## src/shared/asc_defines.svh

```systemverilog
// Register offsets, field positions, reset values and keys of the ADC status/control block
`ifndef ASC_DEFINES_SVH
`define ASC_DEFINES_SVH

// Register offsets (4-bit frame address)
`define ASC_ADDR_FLAGS 4'h2
`define ASC_ADDR_CMD 4'h3
`define ASC_ADDR_INSEL 4'h4
`define ASC_ADDR_AFE 4'h5
`define ASC_ADDR_MAPCRC 4'hf
`define ASC_ADDR_RESTART_LO 4'h4
`define ASC_ADDR_RESTART_HI 4'he

// Device flags field positions
`define ASC_FL_THREE_WIRE 7
`define ASC_FL_POWER_RESET 5
`define ASC_FL_LINK_CRC 4
`define ASC_FL_MAP_CRC 3
`define ASC_FL_FAULT 2
`define ASC_FL_SAT 1
`define ASC_FL_NEW_DATA 0

// Conversion command field positions and reset key
`define ASC_CMD_START 1
`define ASC_CMD_STOP 0
`define ASC_RESET_KEY 6'h16

// Writable masks: reserved bits are dropped on write
`define ASC_INSEL_MASK 8'h03
`define ASC_AFE_MASK 8'h7b

// Reset values
`define ASC_INSEL_RST 8'h00
`define ASC_AFE_RST 8'h00

`endif

```

## src/shared/asc_pkg.sv

```systemverilog
// Types shared by the ADC status/control register block
package asc_pkg;

   // One register access taken from the serial frame logic
   typedef struct packed {
      logic wr;
      logic rd;
      logic [3:0] addr;
      logic [7:0] wdata;
   } asc_req_s;

   // Report of the conversion datapath
   typedef struct packed {
      logic done;
      logic sat_seen;
   } asc_conv_s;

   // Conversion control mode selected by the trigger mode field
   typedef enum logic [1:0] {
      ASC_TRIG_START_STOP = 2'h0,
      ASC_TRIG_ONE_SHOT = 2'h1,
      ASC_TRIG_SYNC = 2'h2,
      ASC_TRIG_RSVD = 2'h3
   } asc_trig_e;

   // Conversion state, Gray coded along idle-run-stopping-single
   typedef enum logic [1:0] {
      ASC_CV_IDLE = 2'h0,
      ASC_CV_RUN = 2'h1,
      ASC_CV_STOPPING = 2'h3,
      ASC_CV_SINGLE = 2'h2
   } asc_conv_e;

endpackage

```

## src/asc_regs.sv

```systemverilog
// Status, command, input select and analog config registers of the delta-sigma ADC
`timescale 1ns/10ps
`include "asc_defines.svh"

module asc_regs (
   input wire logic i_mclk,
   input wire logic i_arst_n,
   input wire asc_pkg::asc_req_s i_req,
   input wire asc_pkg::asc_conv_s i_conv,
   input wire logic i_data_read,
   input wire logic [1:0] i_trig_mode,
   input wire logic i_link_crc_en,
   input wire logic i_map_crc_en,
   input wire logic i_link_crc_err,
   input wire logic [7:0] i_map_crc_calc,
   input wire logic i_fault,
   input wire logic i_three_wire,
   output logic [7:0] o_rdata,
   output logic o_rvalid,
   output logic o_new_data_indicator_n,
   output logic o_conv_run,
   output logic o_conv_restart,
   output logic o_soft_reset,
   output logic [1:0] o_input_select_field,
   output logic [7:0] o_analog_front_config
);
   import asc_pkg::*;

   // True for the addresses whose write disturbs a running conversion
   // The window spans config, offset and gain; the map CRC at the top is left out
   function automatic logic is_restart_addr(input logic [3:0] a);
      is_restart_addr = (a >= `ASC_ADDR_RESTART_LO) && (a <= `ASC_ADDR_RESTART_HI);
   endfunction

   // True when a frame writes the given address
   function automatic logic wr_to(input asc_req_s r, input logic [3:0] a);
      wr_to = r.wr && (r.addr == a);
   endfunction

   asc_trig_e trig; // Decoded control mode
   logic wr_ok; // Write allowed past the link CRC lock
   logic start_cmd; // Start alone requested
   logic stop_cmd; // Stop alone requested
   logic key_cmd; // Reset key with start and stop clear

   // Conversion control state
   asc_conv_e conv_state;
   asc_conv_e next_conv_state;
   logic restart;
   logic next_restart;
   logic soft_rst;
   logic next_soft_rst;
   logic run; // Registered copy of "not idle" for the output pin
   logic next_run;

   // Flag state
   logic link_err;
   logic next_link_err;
   logic map_err;
   logic next_map_err;
   logic fault;
   logic next_fault;
   logic sat;
   logic next_sat;
   logic new_data;
   logic next_new_data;
   logic new_data_indicator_n;
   logic next_new_data_indicator_n;
   logic por;
   logic next_por;

   // Configuration and read state
   logic [1:0] insel;
   logic [1:0] next_insel;
   logic [7:0] afe;
   logic [7:0] next_afe;
   logic [7:0] rdata;
   logic [7:0] next_rdata;
   logic rvalid;
   logic next_rvalid;

   // Command decode shared by the processes below
   always_comb begin
      trig = asc_trig_e'(i_trig_mode);
      // Frame logic hands over one address per access, so no multi-register writes
      wr_ok = i_req.wr && (!link_err || i_req.addr == `ASC_ADDR_FLAGS);
      // Start and stop decode as exclusive pairs; both high means nothing
      start_cmd = wr_ok && (i_req.addr == `ASC_ADDR_CMD) &&
                  i_req.wdata[`ASC_CMD_START] && !i_req.wdata[`ASC_CMD_STOP];
      stop_cmd = wr_ok && (i_req.addr == `ASC_ADDR_CMD) &&
                 i_req.wdata[`ASC_CMD_STOP] && !i_req.wdata[`ASC_CMD_START];
      // Key is honoured only with start and stop low, else it is a plain command
      key_cmd = wr_ok && (i_req.addr == `ASC_ADDR_CMD) &&
                (i_req.wdata[7:2] == `ASC_RESET_KEY) && (i_req.wdata[1:0] == 2'h0);
   end

   // Conversion control next state
   always_comb begin
      next_conv_state = conv_state;
      next_restart = 1'b0;
      next_soft_rst = key_cmd;
      case (conv_state)
         ASC_CV_IDLE: begin
            // Stop has nothing to act on; config writes do not start conversions
            if (start_cmd) begin
               next_restart = 1'b1;
               // one conversion only in one-shot mode
               next_conv_state = (trig == ASC_TRIG_ONE_SHOT) ? ASC_CV_SINGLE : ASC_CV_RUN;
            end
         end
         ASC_CV_RUN: begin
            // Start has priority over stop; a config write only restarts
            if (start_cmd) begin
               next_restart = 1'b1;
            end else if (stop_cmd && trig != ASC_TRIG_SYNC) begin
               next_conv_state = ASC_CV_STOPPING;
            end else if (wr_ok && is_restart_addr(i_req.addr)) begin
               next_restart = 1'b1;
            end
         end
         ASC_CV_STOPPING: begin
            // Finish the conversion in flight, then go quiet
            // A start while stopping cancels the stop and resumes running
            if (start_cmd) begin
               next_restart = 1'b1;
               next_conv_state = ASC_CV_RUN;
            end else if (i_conv.done) begin
               next_conv_state = ASC_CV_IDLE;
            end else if (wr_ok && is_restart_addr(i_req.addr)) begin
               next_restart = 1'b1;
            end
         end
         ASC_CV_SINGLE: begin
            // Stop has no meaning here: the single conversion runs to its end
            if (start_cmd) begin
               next_restart = 1'b1;
            end else if (i_conv.done) begin
               next_conv_state = ASC_CV_IDLE;
            end else if (wr_ok && is_restart_addr(i_req.addr)) begin
               next_restart = 1'b1;
            end
         end
         default: begin
            next_conv_state = ASC_CV_IDLE;
         end
      endcase
      // A keyed reset overrides everything else in the same cycle
      if (soft_rst) begin
         next_conv_state = ASC_CV_IDLE;
         next_restart = 1'b0;
      end
      // Run flag follows the next state so the pin needs no decode after the flop
      next_run = (next_conv_state != ASC_CV_IDLE);
   end

   // Conversion control registers
   // Reset drops any pending restart so no stray start follows power-up
   always_ff @(posedge i_mclk or negedge i_arst_n) begin
      if (!i_arst_n) begin
         conv_state <= ASC_CV_IDLE;
         restart <= 1'b0;
         soft_rst <= 1'b0;
         run <= 1'b0;
      end else begin
         conv_state <= next_conv_state;
         restart <= next_restart;
         soft_rst <= next_soft_rst;
         run <= next_run;
      end
   end

   // Flag next values; hardware sets win over W1C and read clears, the keyed reset wins over all
   always_comb begin
      // link error is W1C, a new error in the same cycle wins
      next_link_err = link_err;
      if (wr_to(i_req, `ASC_ADDR_FLAGS) && i_req.wdata[`ASC_FL_LINK_CRC]) begin
         next_link_err = 1'b0;
      end
      if (i_link_crc_err && i_link_crc_en) begin
         next_link_err = 1'b1;
      end
      // Map CRC flag: cleared by W1C or by disabling the check
      // Disabling the check wins even over a mismatch in the same cycle
      next_map_err = map_err;
      if (wr_ok && (i_req.addr == `ASC_ADDR_FLAGS) && i_req.wdata[`ASC_FL_MAP_CRC]) begin
         next_map_err = 1'b0;
      end
      if (wr_ok && (i_req.addr == `ASC_ADDR_MAPCRC) && i_map_crc_en &&
          (i_req.wdata != i_map_crc_calc)) begin
         next_map_err = 1'b1;
      end
      if (!i_map_crc_en) begin
         next_map_err = 1'b0;
      end
      // Fault is sticky; W1C does not reach it, only the keyed reset write re-samples it
      // Limitation: a fault that clears itself still reads set until a reset
      next_fault = fault | i_fault;
      // Saturation reflects only the conversion just completed
      next_sat = i_conv.done ? i_conv.sat_seen : sat;
      // New data: one-shot holds it until the next start instead of the read
      next_new_data = new_data;
      if (trig == ASC_TRIG_ONE_SHOT) begin
         if (start_cmd) begin
            next_new_data = 1'b0;
         end
      end else if (i_data_read) begin
         next_new_data = 1'b0;
      end
      // Completion wins over a read in the same cycle so no sample is lost
      if (i_conv.done) begin
         next_new_data = 1'b1;
      end
      // Power/user reset indicator, W1C
      // Any reset, power-up or keyed, leaves this set for the host to see
      next_por = por;
      if (wr_to(i_req, `ASC_ADDR_FLAGS) && i_req.wdata[`ASC_FL_POWER_RESET]) begin
         next_por = 1'b0;
      end
      // Keyed reset returns every flag to its power-up value; fault is re-sampled
      if (soft_rst) begin
         next_link_err = 1'b0;
         next_map_err = 1'b0;
         next_sat = 1'b0;
         next_new_data = 1'b0;
         next_fault = i_fault;
         next_por = 1'b1;
      end
      // Pin tracks the bit exactly, both updated on the same edge
      next_new_data_indicator_n = ~next_new_data;
   end

   // Flag registers
   always_ff @(posedge i_mclk or negedge i_arst_n) begin
      if (!i_arst_n) begin
         link_err <= 1'b0;
         map_err <= 1'b0;
         fault <= 1'b0;
         sat <= 1'b0;
         new_data <= 1'b0;
         // Pin idles high: no data yet, matching the cleared new-data bit
         new_data_indicator_n <= 1'b1;
         por <= 1'b1;
      end else begin
         link_err <= next_link_err;
         map_err <= next_map_err;
         fault <= next_fault;
         sat <= next_sat;
         new_data <= next_new_data;
         new_data_indicator_n <= next_new_data_indicator_n;
         por <= next_por;
      end
   end

   // Configuration writes and read answers
   always_comb begin
      next_insel = insel;
      next_afe = afe;
      if (wr_ok && i_req.addr == `ASC_ADDR_INSEL) begin
         // Upper select bits are never stored, so they cannot read back
         next_insel = i_req.wdata[1:0];
      end
      if (wr_ok && i_req.addr == `ASC_ADDR_AFE) begin
         next_afe = i_req.wdata & `ASC_AFE_MASK;
      end
      if (soft_rst) begin
         next_insel = 2'(`ASC_INSEL_RST);
         next_afe = `ASC_AFE_RST;
      end
      // Reads keep working while the link CRC lock is up
      next_rvalid = i_req.rd;
      // Read data hold between reads so a slow host can still pick them up
      next_rdata = rdata;
      if (i_req.rd) begin
         case (i_req.addr)
            `ASC_ADDR_FLAGS: begin
               next_rdata = {i_three_wire, 1'b0, por, link_err, map_err,
                             fault, sat, new_data};
            end
            `ASC_ADDR_CMD: begin
               // Key field and self-clearing stop always read back zero
               next_rdata = 8'h00;
            end
            `ASC_ADDR_INSEL: begin
               next_rdata = {6'h00, insel} & `ASC_INSEL_MASK;
            end
            `ASC_ADDR_AFE: begin
               next_rdata = afe;
            end
            default: begin
               next_rdata = 8'h00;
            end
         endcase
      end
   end

   // Configuration and read registers
   always_ff @(posedge i_mclk or negedge i_arst_n) begin
      if (!i_arst_n) begin
         insel <= 2'h0;
         afe <= 8'h00;
         rdata <= 8'h00;
         rvalid <= 1'b0;
      end else begin
         insel <= next_insel;
         afe <= next_afe;
         rdata <= next_rdata;
         rvalid <= next_rvalid;
      end
   end

   // All outputs straight from flops
   // Each output is a flop copy, so no decode glitches reach the pins
   always_comb begin
      o_rdata = rdata;
      o_rvalid = rvalid;
      o_new_data_indicator_n = new_data_indicator_n;
      o_conv_run = run;
      o_conv_restart = restart;
      o_soft_reset = soft_rst;
      o_input_select_field = insel;
      o_analog_front_config = afe;
   end

endmodule

```

## config.mk

```make
export PLATFORM = sky130hd
export DESIGN_NAME = asc_regs
export DESIGN_NICKNAME = d
export VERILOG_FILES = /design/src/shared/asc_pkg.sv /design/src/asc_regs.sv
export VERILOG_INCLUDE_DIRS = /design/src /design/src/shared
export SDC_FILE = /design/constraint.sdc
export NUM_CORES = 1
export LEC_CHECK = 0
export BUFFER_PORTS_ARGS = -buffer_cell sky130_fd_sc_hd__buf_2
export CORE_MARGIN = 1.5
export CORE_UTILIZATION = 46
export CTS_BUF_LIST = sky130_fd_sc_hd__clkbuf_8
export DETAILED_ROUTE_END_ITERATION = 6
export GPL_TIMING_DRIVEN = 0
export PLACE_DENSITY = 0.79
export SYNTH_ARGS = -nofsm -noshare
export SYNTH_HDL_FRONTEND = slang
export SYNTH_SLANG_ARGS = --single-unit
```

## constraint.sdc

```tcl
create_clock -name i_mclk -period 1.4 [get_ports i_mclk]
set_input_delay 0.28 -clock i_mclk [delete_from_list [all_inputs] [get_ports i_mclk]]
set_output_delay 0.28 -clock i_mclk [all_outputs]
set_load 0.005 [all_outputs]
```

* Word level (Yosys, flattened, before mapping)
Cells that the tools add are included.
** Cells by class
- Order comparisons :: 2
- Equality and inequality tests :: 13
- Multiplexer cells :: 39
- Bitwise operators :: 2
- Reduce and logical (&&, ||, !) cells :: 35
** Operators by type and width (number)
- 1-bit 2-to-1 mux :: 24
- 8-bit case mux with 3 select lines :: 1
- 1-bit logical AND :: 22
- 2-bit 2-to-1 mux :: 10
- 8-bit 2-to-1 mux :: 2
- 2-bit nonzero test :: 5
- 4-bit by 2-bit == test with 1-bit output (second input constant) :: 2
- 4-bit by 3-bit == test with 1-bit output (second input constant) :: 2
- 8-bit inequality test :: 1
- 2-bit case mux with 4 select lines :: 1
- 6-bit by 5-bit == test with 1-bit output (second input constant) :: 1
- 2-bit by 1-bit == test with 1-bit output (second input constant) :: 2
- 2-bit == test (second input constant) :: 2
- 4-bit == test (second input constant) :: 1
- 4-bit by 3-bit greater-or-equal comparator with 1-bit output (second input constant) :: 1
- 4-bit less-or-equal comparator (second input constant) :: 1
- 2-bit logical NOT :: 2
- 4-bit by 1-bit inequality test with 1-bit output (second input constant) :: 1
- 1-bit logical NOT :: 3
- 1-bit case mux with 3 select lines :: 1
- 3-bit nonzero test :: 1
- 2-bit inequality test (second input constant) :: 1
- 2-bit OR reduction :: 1
- 1-bit logical OR :: 1
- other kinds (2) :: 2
** Storage, ports and cells
- Register bits :: 31
- Bits of input ports :: 34
- Output and inout port bits :: 23
- Word-level logic and storage cells :: 106

* Longest topological paths before layout
Gate-level depths: netlist (run 1).
- Word-level depth :: 12
- Depth in mapped cells :: 6
- Gate-level depth less buffers :: 4

* Worst setup path after synthesis (run 1)
Ideal clock, no wire load.
- Path kind :: flip-flop to flip-flop
- Start :: register link_err
- End :: register new_data
- Library setup time :: 0.133 ns
- Arrival :: 1.227 ns
- Data required time :: 1.267 ns
- Path slack :: 0.040 ns
- Stages on the path, launching flop included :: 5
- Path buffers :: 0
- Period minus slack after synthesis :: 1.360 ns
- Path through :: dfrtp_1 and4bb_1 or3b_1 a31oi_1 nor2_1
** On the way
- Longest elaborated chain between the ends :: 10
** RTL lines
- from (decl) :: line asc_regs.sv:57 : logic link_err;
- from (signal assigned) :: line asc_regs.sv:244 : link_err <= next_link_err;
- 1-bit logical NOT :: line asc_regs.sv:86 : wr_ok = i_req.wr && (!link_err || i_req.addr == `ASC_ADDR_FLAGS);
- 1-bit logical OR (no line)
- 1-bit logical AND :: line asc_regs.sv:86
- 1-bit logical AND (3 in a row) :: line asc_regs.sv:88 : start_cmd = wr_ok && (i_req.addr == `ASC_ADDR_CMD) &&
- 1-bit 2-to-1 mux :: line asc_regs.sv:203 : if (start_cmd) begin
- 1-bit 2-to-1 mux :: line asc_regs.sv:202 : if (trig == ASC_TRIG_ONE_SHOT) begin
- 1-bit 2-to-1 mux :: line asc_regs.sv:210 : if (i_conv.done) begin
- 1-bit 2-to-1 mux :: line asc_regs.sv:220 : if (soft_rst) begin
- named net next_new_data :: line asc_regs.sv:66 : logic next_new_data;
- to (signal assigned) :: line asc_regs.sv:248 : new_data <= next_new_data;
- to (decl) :: line asc_regs.sv:65 : logic new_data;
The timed path passes the listed nets, and every way through them passes these cells.
A chain may end at the register's enable or synchronous reset.

* Worst setup path after layout (run 1)
- Start :: register link_err
- End :: register new_data_indicator_n (netlist: o_new_data_indicator_n)
** On the way
- Longest elaborated chain between the ends :: 11
** RTL lines
- 1-bit logical NOT :: line asc_regs.sv:86
- 1-bit logical OR (no line)
- 1-bit logical AND :: line asc_regs.sv:86
- 1-bit logical AND (3 in a row) :: line asc_regs.sv:88
- 1-bit 2-to-1 mux :: line asc_regs.sv:203
- 1-bit 2-to-1 mux :: line asc_regs.sv:202
- 1-bit 2-to-1 mux :: line asc_regs.sv:210
- 1-bit 2-to-1 mux :: line asc_regs.sv:220
- 1-bit inverter :: line asc_regs.sv:229 : next_new_data_indicator_n = ~next_new_data;
- named net next_new_data_indicator_n :: line asc_regs.sv:68 : logic next_new_data_indicator_n;
- to (signal assigned) :: line asc_regs.sv:249 : new_data_indicator_n <= next_new_data_indicator_n;
- to (decl) :: line asc_regs.sv:67 : logic new_data_indicator_n;
The timed path passes the listed nets, and every way through them passes these cells.

==> results of run 1 <==
## routing by layer
| metal | track usage [%] | up-vias |
|---|---|---|
| li1 | - | 663 |
| met1 | 28.4 | 650 |
| met2 | 35.5 | 53 |
| met3 | 5.12 | 7 |
| met4 | 14.6 | 0 |
| met5 | 0 | - |
## stage by stage
stage	std cells	hold slack [ps]	util (%)	TNS, ps	worst slack, ps
after floorplan	146	-15.6	-	0	40.2
after global placement	244	320	60.0	-1290	-124
after detailed placement	244	340	60.0	-1700	-187
after CTS	254	32.9	64.2	-2.16	-2.16
after global routing	256	67.6	65.3	-181	-79.8
final	256	12.3	65.3	-11.4	-7.58
## flip-flops by register name, indices dropped and copies added, names as in the netlist, 2 cells and up
name / cells
conv_state: 2
o_analog_front_config: 6
o_input_select_field: 2
o_rdata: 8
## layout make-up
cell class                      count  share of cell area (%)
Tap cell                           44                    2.72
Timing Repair Buffer               58                    14.8
Clock buffer                        6                    4.08
Inverter                           14                    2.59
Sequential cell                    29                    35.9
Clock inverter                      2                    1.67
Buffer                              7                    2.78
Multi-Input combinational cell     96                    35.4
## logic make-up after synthesis
logic type	Yosys count	share of synthesized area [%]
AND/OR/NAND/NOR	40	17.3
AO/OA/AOI/OAI	42	20.7
other	1	0.245
flip-flops	29	47.5
multiplexers	4	2.61
XOR/XNOR	8	4.57
buffers and inverters	21	7.10
## where the power goes
part / leakage (nW) / total [mW] / internal, mW / switching (mW)
registers: 0.377 / 0.951 / 0.907 / 0.0447
logic: 0.571 / 0.330 / 0.160 / 0.170
clock network: 0.0626 / 0.886 / 0.572 / 0.315
## cell usage after synthesis, types with 2 or more instances
master                       n
sky130_fd_sc_hd__clkbuf_1    2
sky130_fd_sc_hd__nor4_1      3
sky130_fd_sc_hd__nor2_1      9
sky130_fd_sc_hd__o21a_1      2
sky130_fd_sc_hd__dfrtp_1    27
sky130_fd_sc_hd__inv_1      14
sky130_fd_sc_hd__a21oi_1     5
sky130_fd_sc_hd__nand2_1     5
sky130_fd_sc_hd__o2111ai_1   2
sky130_fd_sc_hd__a31oi_1     3
sky130_fd_sc_hd__a22oi_1     5
sky130_fd_sc_hd__mux2i_1     4
sky130_fd_sc_hd__buf_6       3
sky130_fd_sc_hd__a22o_1      8
sky130_fd_sc_hd__or3b_1      2
sky130_fd_sc_hd__xor2_1      8
sky130_fd_sc_hd__buf_4       2
sky130_fd_sc_hd__nor3_1      2
sky130_fd_sc_hd__dfstp_2     2
sky130_fd_sc_hd__nand3_1     4
sky130_fd_sc_hd__o21ai_0     3
sky130_fd_sc_hd__nand2b_1    3
sky130_fd_sc_hd__o22ai_1     5
## worst register-to-register path, delay by kind of cell, from the launching register on
kind / cells / cell delay, ps
AOI/OAI and AO/OA: 1 / 170
DFF: 1 / 370
and+or+nand+nor: 3 / 810
## worst min-delay path by stage
stage              from       endpoint  slack (ps)
2_1_floorplan  i_arst_n  conv_state[0]         -20
3_3_place_gp   i_arst_n     o_rdata[2]         320
3_5_place_dp   i_arst_n     o_rdata[2]         340
4_1_cts        i_arst_n     o_rdata[2]          30
5_1_grt        i_arst_n     o_rdata[2]          70
6_report       i_arst_n     o_rdata[2]          10
## repair_timing
action	CTS	global route
setup buffers	2	2
resized for setup	0	4
endpoints found under the setup margin	2	11
pin swaps	2	6
## cell usage in the layout (no fill, tap or decap), types with 2 or more instances in the layout
master / count
sky130_fd_sc_hd__nor4_1: 3
sky130_fd_sc_hd__xor2_1: 8
sky130_fd_sc_hd__a22oi_1: 5
sky130_fd_sc_hd__a31oi_1: 2
sky130_fd_sc_hd__dfrtp_1: 27
sky130_fd_sc_hd__dfstp_2: 2
sky130_fd_sc_hd__nand2_1: 5
sky130_fd_sc_hd__o21ai_0: 3
sky130_fd_sc_hd__mux2i_1: 4
sky130_fd_sc_hd__nor3_1: 2
sky130_fd_sc_hd__clkbuf_8: 6
sky130_fd_sc_hd__o21a_1: 2
sky130_fd_sc_hd__inv_1: 14
sky130_fd_sc_hd__nor2_1: 9
sky130_fd_sc_hd__o22ai_1: 5
sky130_fd_sc_hd__nand2b_1: 3
sky130_fd_sc_hd__o2111ai_1: 2
sky130_fd_sc_hd__a21oi_1: 5
sky130_fd_sc_hd__buf_4: 6
sky130_fd_sc_hd__buf_2: 54
sky130_fd_sc_hd__a22o_1: 8
sky130_fd_sc_hd__clkbuf_1: 2
sky130_fd_sc_hd__conb_1: 2
sky130_fd_sc_hd__buf_6: 3
sky130_fd_sc_hd__nand3_1: 4
==> impl_metrics.sql, run 1 <==
INSERT INTO impl_metrics (metric_group, metric, value, unit) VALUES
('sta', 'timing.max_slew.rel_slack', '57.9', '%'),
('sta', 'period_share', '101', '%'),
('critical_path', 'end_kind', 'register', ''),
('critical_path', 'arrival', '1630', 'ps'),
('route', 'vias_per_cell', '5.36', ''),
('critical_path', 'critPathMaxFanout', '2', ''),
('worst_hold_path', 'hold_class', 'input pin to asynchronous set/reset pin', ''),
('clocking', 'cts_htree_levels', '2', ''),
('cells_and_area', 'fill_cells', '270', ''),
('route', 'post-route-drc-count', '0', ''),
('yosys', 'synth_top_cell_area_share', '44.1', '%'),
('yosys', 'ys_dominant_reg_cell', 'sky130_fd_sc_hd__dfrtp_1', ''),
('cells_and_area', 'stdcell_area', '0.00203', 'sq mm'),
('yosys', 'fraction_of_registers_with_async_set_reset', '100', '%'),
('pwr', 'vdd.ir_drop.worst', '0.590', 'mV'),
('route', 'ant_nets', '0', ''),
('sta', 'unrepaired_setup_endpoints_after_global_routing', 'true', ''),
('clocking', 'hold_fix_buffer_count_after_cts', '0', ''),
('sta', 'worstMarginPinSlew', '632', 'ps'),
('clocking', 'worstSkewPairLatency', '280', 'ps'),
('floorplanning', 'io_pins', '57', ''),
('critical_path', 'cp_slowest_stage_delay', '400', 'ps'),
('route', 'top_signal_layer_used', 'met4', ''),
('route', 'drt-met1-wl', '1550', 'microns'),
('grt', 'antenna_found_initial', '0', ''),
('clocking', 'register_clock_pin_slew_on_the_reported_worst_setup_and_hold_paths', '60', 'ps'),
('clocking', 'cts_buffers', '5', ''),
('critical_path', 'cp.required', '1620', 'ps'),
('route', 'detail_route.wl_per_cell', '14.5', 'microns'),
('clocking', 'cts_tree', 'done', ''),
('critical_path', 'timing.critical_path.from', 'link_err', ''),
('route', 'number_of_search_and_repair_iterations_in_the_first_detailed_routing_pass', '4', ''),
('pwr', 'cellLeakagePower', '1.01', 'nW'),
('run_status', 'run_status', 'complete, but fails checks', ''),
('floorplanning', 'effective_utilization_at_floorplan', '49.4', '%'),
('grt', 'grt.total_usage', '22.7', '%'),
('critical_path', 'timing.critical_path.cells', 'and4bb_1, or3b_4, a31oi_4, or2_1', ''),
('grt', 'grt_pass1_vias', '1366', ''),
('yosys', 'yosysTopAreaCell', 'sky130_fd_sc_hd__dfrtp_1', ''),
('pwr', 'power-per-cell-area', '1070', 'mW/mm^2'),
('critical_path', 'timing.rr.end', 'o_new_data_indicator_n', ''),
('yosys', 'postSynthRegisterBits', '29', ''),
('run_status', 'failed_checks', 'setup timing', ''),
('grt', 'grt_overflow', '0', ''),
('yosys', 'post_synth.cell_area_avg', '10.6', 'sq um'),
('critical_path', 'worstSetupEndpoint', 'o_new_data_indicator_n', ''),
('cells_and_area', 'area.sequential', '728', 'sq um'),
('critical_path', 'worst-path-buf-inv', '0', ''),
('sta', 'clock-skew-final', '3.80', 'ps'),
('sta', 'setup_ws', '-7.58', 'ps'),
('critical_path', 'crit_family', 'simple AND/OR/NAND/NOR gates', ''),
('yosys', 'synth.yosys.seq_area_share', '47.5', '%'),
('floorplanning', 'die_w', '60.7', 'microns'),
('yosys', 'number_of_warning_messages_in_the_yosys_log', '0', ''),
('yosys', 'synth_cells', '145', ''),
('route', 'detail_route.wirelength', '3710', 'microns'),
('cells_and_area', 'fraction_of_final_layout_cells_with_drive_strength_greater_than_1', '39.2', '%'),
('cells_and_area', 'layout.nets', '245', ''),
('cells_and_area', 'multiInputGateArea', '717', 'sq um'),
('place', 'place.port_buffers', '54', ''),
('yosys', 'post_synth_edffs', '0', ''),
('place', 'postPlaceCellArea', '0.00186', 'sq mm'),
('floorplanning', 'floorplan.core_area', '0.00310', 'sq mm'),
('critical_path', 'startpoint_type', 'register', ''),
('sta', 'report.final.setup_viol', '2', ''),
('yosys', 'netlist_top_cells_area', 'sky130_fd_sc_hd__dfrtp_1, sky130_fd_sc_hd__a22o_1, sky130_fd_sc_hd__xor2_1', ''),
('job', 'cap_violations', '0', ''),
('sta', 'timing_max_transition_violations_final', '0', ''),
('floorplanning', 'dieArea', '0.00369', 'sq mm'),
('floorplanning', 'die_boundary_height', '60.7', 'microns'),
('route', 'drt_iter0_drc', '54', '');
Note: power is estimated with default switching activity, not from simulation.
==> run 2, diff against run 1 <==
ABC_AREA = 1   (was unset)
==> run 2 against run 1 <==
Against the previous run:
- the run now ends clean
- register-to-register slack better by 200 ps
- hold slack got worse by 6.9 ps
- global-route usage decreased by 2.1 points
- utilization fell by 2.3 points
- cell count up 18%
- sequential cell count stayed put
- sequential power grew 6%
- first-iteration DRC count is 91% higher
- largest cell class unchanged
- largest power group unchanged
==> impl_metrics.sql, run 2 <==
INSERT INTO impl_metrics (metric_group, metric, value, unit) VALUES
('yosys', 'synth_cells', '194', ''),
('pwr', 'power', '2.15', 'mW'),
('critical_path', 'r2r_setup_slack', '190', 'ps'),
('clocking', 'worstSkewPairLatency', '280', 'ps'),
('sta', 'period_needed', '1280', 'ps'),
('floorplanning', 'effective_utilization_at_floorplan', '49.4', '%'),
('route', 'vias_per_cell', '4.90', ''),
('worst_hold_path', 'hold_class', 'input pin to asynchronous set/reset pin', ''),
('sta', 'timing.max_slew.rel_slack', '51.4', '%'),
('place', 'place.port_buffers', '54', ''),
('critical_path', 'r2r_depth', '4', ''),
('route', 'drt_iter0_drc', '103', ''),
('route', 'post-route-drc-count', '0', ''),
('clocking', 'cts_htree_levels', '2', ''),
('yosys', 'synth_top_cell_area_share', '44.1', '%'),
('place', 'dpl_worst_slack', '-131', 'ps'),
('clocking', 'ctsRootBufferMaster', 'sky130_fd_sc_hd__clkbuf_8', ''),
('cells_and_area', 'stdcell_area', '0.00195', 'sq mm'),
('cells_and_area', 'largest_reg_flops', '8', ''),
('grt', 'grt_pass1_vias', '1320', ''),
('place', 'routabilityCongestion', '0.873', ''),
('yosys', 'synth_top_family_by_area', 'simple AND/OR/NAND/NOR gates', ''),
('sta', 'fmax', '0.781', 'GHz'),
('grt', 'grt_overflow', '0', ''),
('place', 'postPlaceCellArea', '0.00186', 'sq mm'),
('cells_and_area', 'final_cell_mix', 'sky130_fd_sc_hd__buf_2, sky130_fd_sc_hd__nand2_1, sky130_fd_sc_hd__inv_1', ''),
('route', 'routed_vias', '1474', ''),
('pwr', 'power-per-cell-area', '1100', 'mW/mm^2'),
('route', 'number_of_search_and_repair_iterations_in_the_first_detailed_routing_pass', '4', ''),
('yosys', 'netlist_top_cells_area', 'sky130_fd_sc_hd__dfrtp_1, sky130_fd_sc_hd__nand2_1, sky130_fd_sc_hd__inv_1', ''),
('cells_and_area', 'layout.nets', '290', ''),
('place', 'dp_hpwl', '2580', 'microns'),
('yosys', 'synth.cells.most_frequent', 'sky130_fd_sc_hd__nand2_1, sky130_fd_sc_hd__inv_1, sky130_fd_sc_hd__dfrtp_1, sky130_fd_sc_hd__o21ai_0', ''),
('clocking', 'cts_tree', 'done', ''),
('sta', 'fin_tns_setup', '0', 'ps'),
('critical_path', 'timing.setup.critical_path_class', 'input pin to register', ''),
('route', 'detail_route.wirelength', '3330', 'microns'),
('floorplanning', 'site_rows', '20', ''),
('sta', 'timing_max_transition_violations_final', '0', ''),
('pwr', 'cellLeakagePower', '1.08', 'nW'),
('yosys', 'post_synth_edffs', '0', ''),
('sta', 'hold_viol', '0', ''),
('clocking', 'post-cts-setup-buffers', '0', ''),
('floorplanning', 'die_boundary_height', '60.7', 'microns'),
('grt', 'grt_first_pass_wirelength', '5510', 'microns'),
('yosys', 'ys_dominant_reg_cell', 'sky130_fd_sc_hd__dfrtp_1', ''),
('cells_and_area', 'antenna_cells_inserted', '0', ''),
('clocking', 'register_clock_pin_slew_on_the_reported_worst_setup_and_hold_paths', '60', 'ps'),
('yosys', 'yosysTopAreaCell', 'sky130_fd_sc_hd__dfrtp_1', ''),
('critical_path', 'arrival', '1440', 'ps'),
('grt', 'gr-usage-met3', '5.54', '%'),
('yosys', 'yosys.cell_count.top_type', 'sky130_fd_sc_hd__nand2_1', ''),
('run_status', 'run_status', 'complete, no violations', ''),
('yosys', 'yosys-mux-area-fraction', '2.20', '%'),
('sta', 'setup_ws', '120', 'ps'),
('floorplanning', 'die_w', '60.7', 'microns'),
('yosys', 'post_synth_cell_types', '26', ''),
('yosys', 'netlist_area', '0.00153', 'sq mm'),
('floorplanning', 'io_pins', '57', ''),
('critical_path', 'critPathMaxFanout', '4', ''),
('grt', 'grt_max_degree', '30', ''),
('floorplanning', 'floorplan.core_area', '0.00310', 'sq mm'),
('sta', 'clock-skew-final', '4.03', 'ps'),
('critical_path', 'worstReg2RegStart', 'o_soft_reset', ''),
('yosys', 'yosys.area_share.adder', '0', '%'),
('cells_and_area', 'area_growth', '27.4', '%'),
('yosys', 'synth_compound_area_share', '10.4', '%'),
('sta', 'worstMarginPinSlew', '722', 'ps'),
('grt', 'grt_most_used_layer', 'met2', ''),
('clocking', 'hold_fix_buffer_count_after_cts', '0', ''),
('clocking', 'tritoncts_num_sinks', '29', ''),
('job', 'cap_violations', '0', ''),
('yosys', 'number_of_warning_messages_in_the_yosys_log', '0', ''),
('critical_path', 'timing.critical_path.from', 'i_req[8]', ''),
('pwr', 'vdd.ir_drop.worst', '0.512', 'mV'),
('yosys', 'synth.yosys.seq_area_share', '47.5', '%'),
('route', 'detail_route.wl_per_cell', '11.1', 'microns'),
('route', 'ant_nets', '0', ''),
('yosys', 'fraction_of_registers_with_async_set_reset', '100', '%'),
('critical_path', 'timing.rr.end', 'o_analog_front_config[4]', ''),
('critical_path', 'startpoint_type', 'input pin', ''),
('yosys', 'post_synth_and_or_nand_nor_area_fraction', '27.3', '%'),
('cells_and_area', 'fraction_of_final_layout_cells_with_drive_strength_greater_than_1', '31.1', '%'),
('clocking', 'clock_tree.buffer_depth', '2', ''),
('grt', 'grt.total_usage', '20.6', '%'),
('grt', 'grt_util_met1', '25.6', '%'),
('yosys', 'post_synth.cell_area_avg', '7.90', 'sq um'),
('grt', 'antenna_found_initial', '0', ''),
('grt', 'grt_util_met2', '32.9', '%'),
('clocking', 'cts.repair.resized', '1', ''),
('cells_and_area', 'layout.cells.most_common', 'sky130_fd_sc_hd__buf_2', ''),
('sta', 'period_share', '91.4', '%'),
('yosys', 'postSynthRegisterBits', '29', ''),
('clocking', 'cts_buffers', '5', ''),
('critical_path', 'cp.required', '1560', 'ps'),
('cells_and_area', 'fill_cells', '306', ''),
('floorplanning', 'dieArea', '0.00369', 'sq mm'),
('sta', 'report.final.setup_viol', '0', ''),
('critical_path', 'end_kind', 'register', ''),
('yosys', 'yosys.area_share.xor_xnor', '2.29', '%'),
('sta', 'unrepaired_setup_endpoints_after_global_routing', 'false', '');
==> run 2: cell types whose count changed after synthesis, moves of 6 or more <==
cell / before / now
sky130_fd_sc_hd__nand2_1: 5 / 40
sky130_fd_sc_hd__inv_1: 14 / 35
sky130_fd_sc_hd__o21ai_0: 3 / 16
sky130_fd_sc_hd__nand3_1: 4 / 15
sky130_fd_sc_hd__a22o_1: 8 / 0
sky130_fd_sc_hd__xor2_1: 8 / 0
sky130_fd_sc_hd__nor2_1: 9 / 15
==> run 2: cells by family (layout without fill, tap and decap cells) <==
| group | Yosys count | after routing |
|---|---|---|
| multiplexers | 3 | 3 |
| AO/OA/AOI/OAI | 30 | 30 |
| XOR/XNOR | 4 | 4 |
| other | 1 | 2 |
| flip-flops | 29 | 29 |
| AND/OR/NAND/NOR | 88 | 88 |
| buffers and inverters | 39 | 101 |
==> run 2: through the flow <==
stage               std cells  utilization, %  hold WS (ps)
floorplan                 195               -         -15.6
global placement          293            60.0           331
detailed placement        293            60.0           333
CTS                       301            62.9          23.8
global route              301            62.9          64.2
finish                    301            62.9          5.32
==> run 2: per-layer routing <==
layer / share of wire, % / wire length [microns]
met1: 44 / 1470
met2: 46 / 1540
met3: 6.5 / 216
met4: 3.2 / 108
met5: 0 / 0
==> run 2: cell type report <==
class | instances | area (sq um) | share of cell area, %
buffer | 4 | 23.8 | 1.22
clock buffer | 6 | 82.6 | 4.23
clock inverter | 2 | 7.51 | 0.384
inverter | 35 | 131 | 6.73
multi-input combinational | 127 | 654 | 33.5
sequential | 29 | 728 | 37.3
tap | 44 | 55.1 | 2.82
timing repair buffer | 54 | 270 | 13.8
==> run 2: worst max path at each step <==
stage,end,slack (ps),cells after the start
4_1_cts,o_input_select_field[1],170,5
6_report,o_input_select_field[1],120,5
2_1_floorplan,o_conv_run,220,6
5_1_grt,o_analog_front_config[3],30,4
3_3_place_gp,o_input_select_field[1],-90,5
3_5_place_dp,o_input_select_field[1],-130,5
==> run 2: power breakdown <==
group	internal, mW	leakage [nW]	switching [mW]
sequential	0.943	0.367	0.0649
clock	0.385	0.0538	0.304
combinational	0.193	0.656	0.256
total	1.52	1.08	0.625
==> run 2: critical path, stage by stage <==
cell	delay, ps
sky130_fd_sc_hd__buf_2	120
sky130_fd_sc_hd__nor4_1	640
sky130_fd_sc_hd__nand2_1	210
sky130_fd_sc_hd__nand3_1	110
sky130_fd_sc_hd__o21ai_0	80
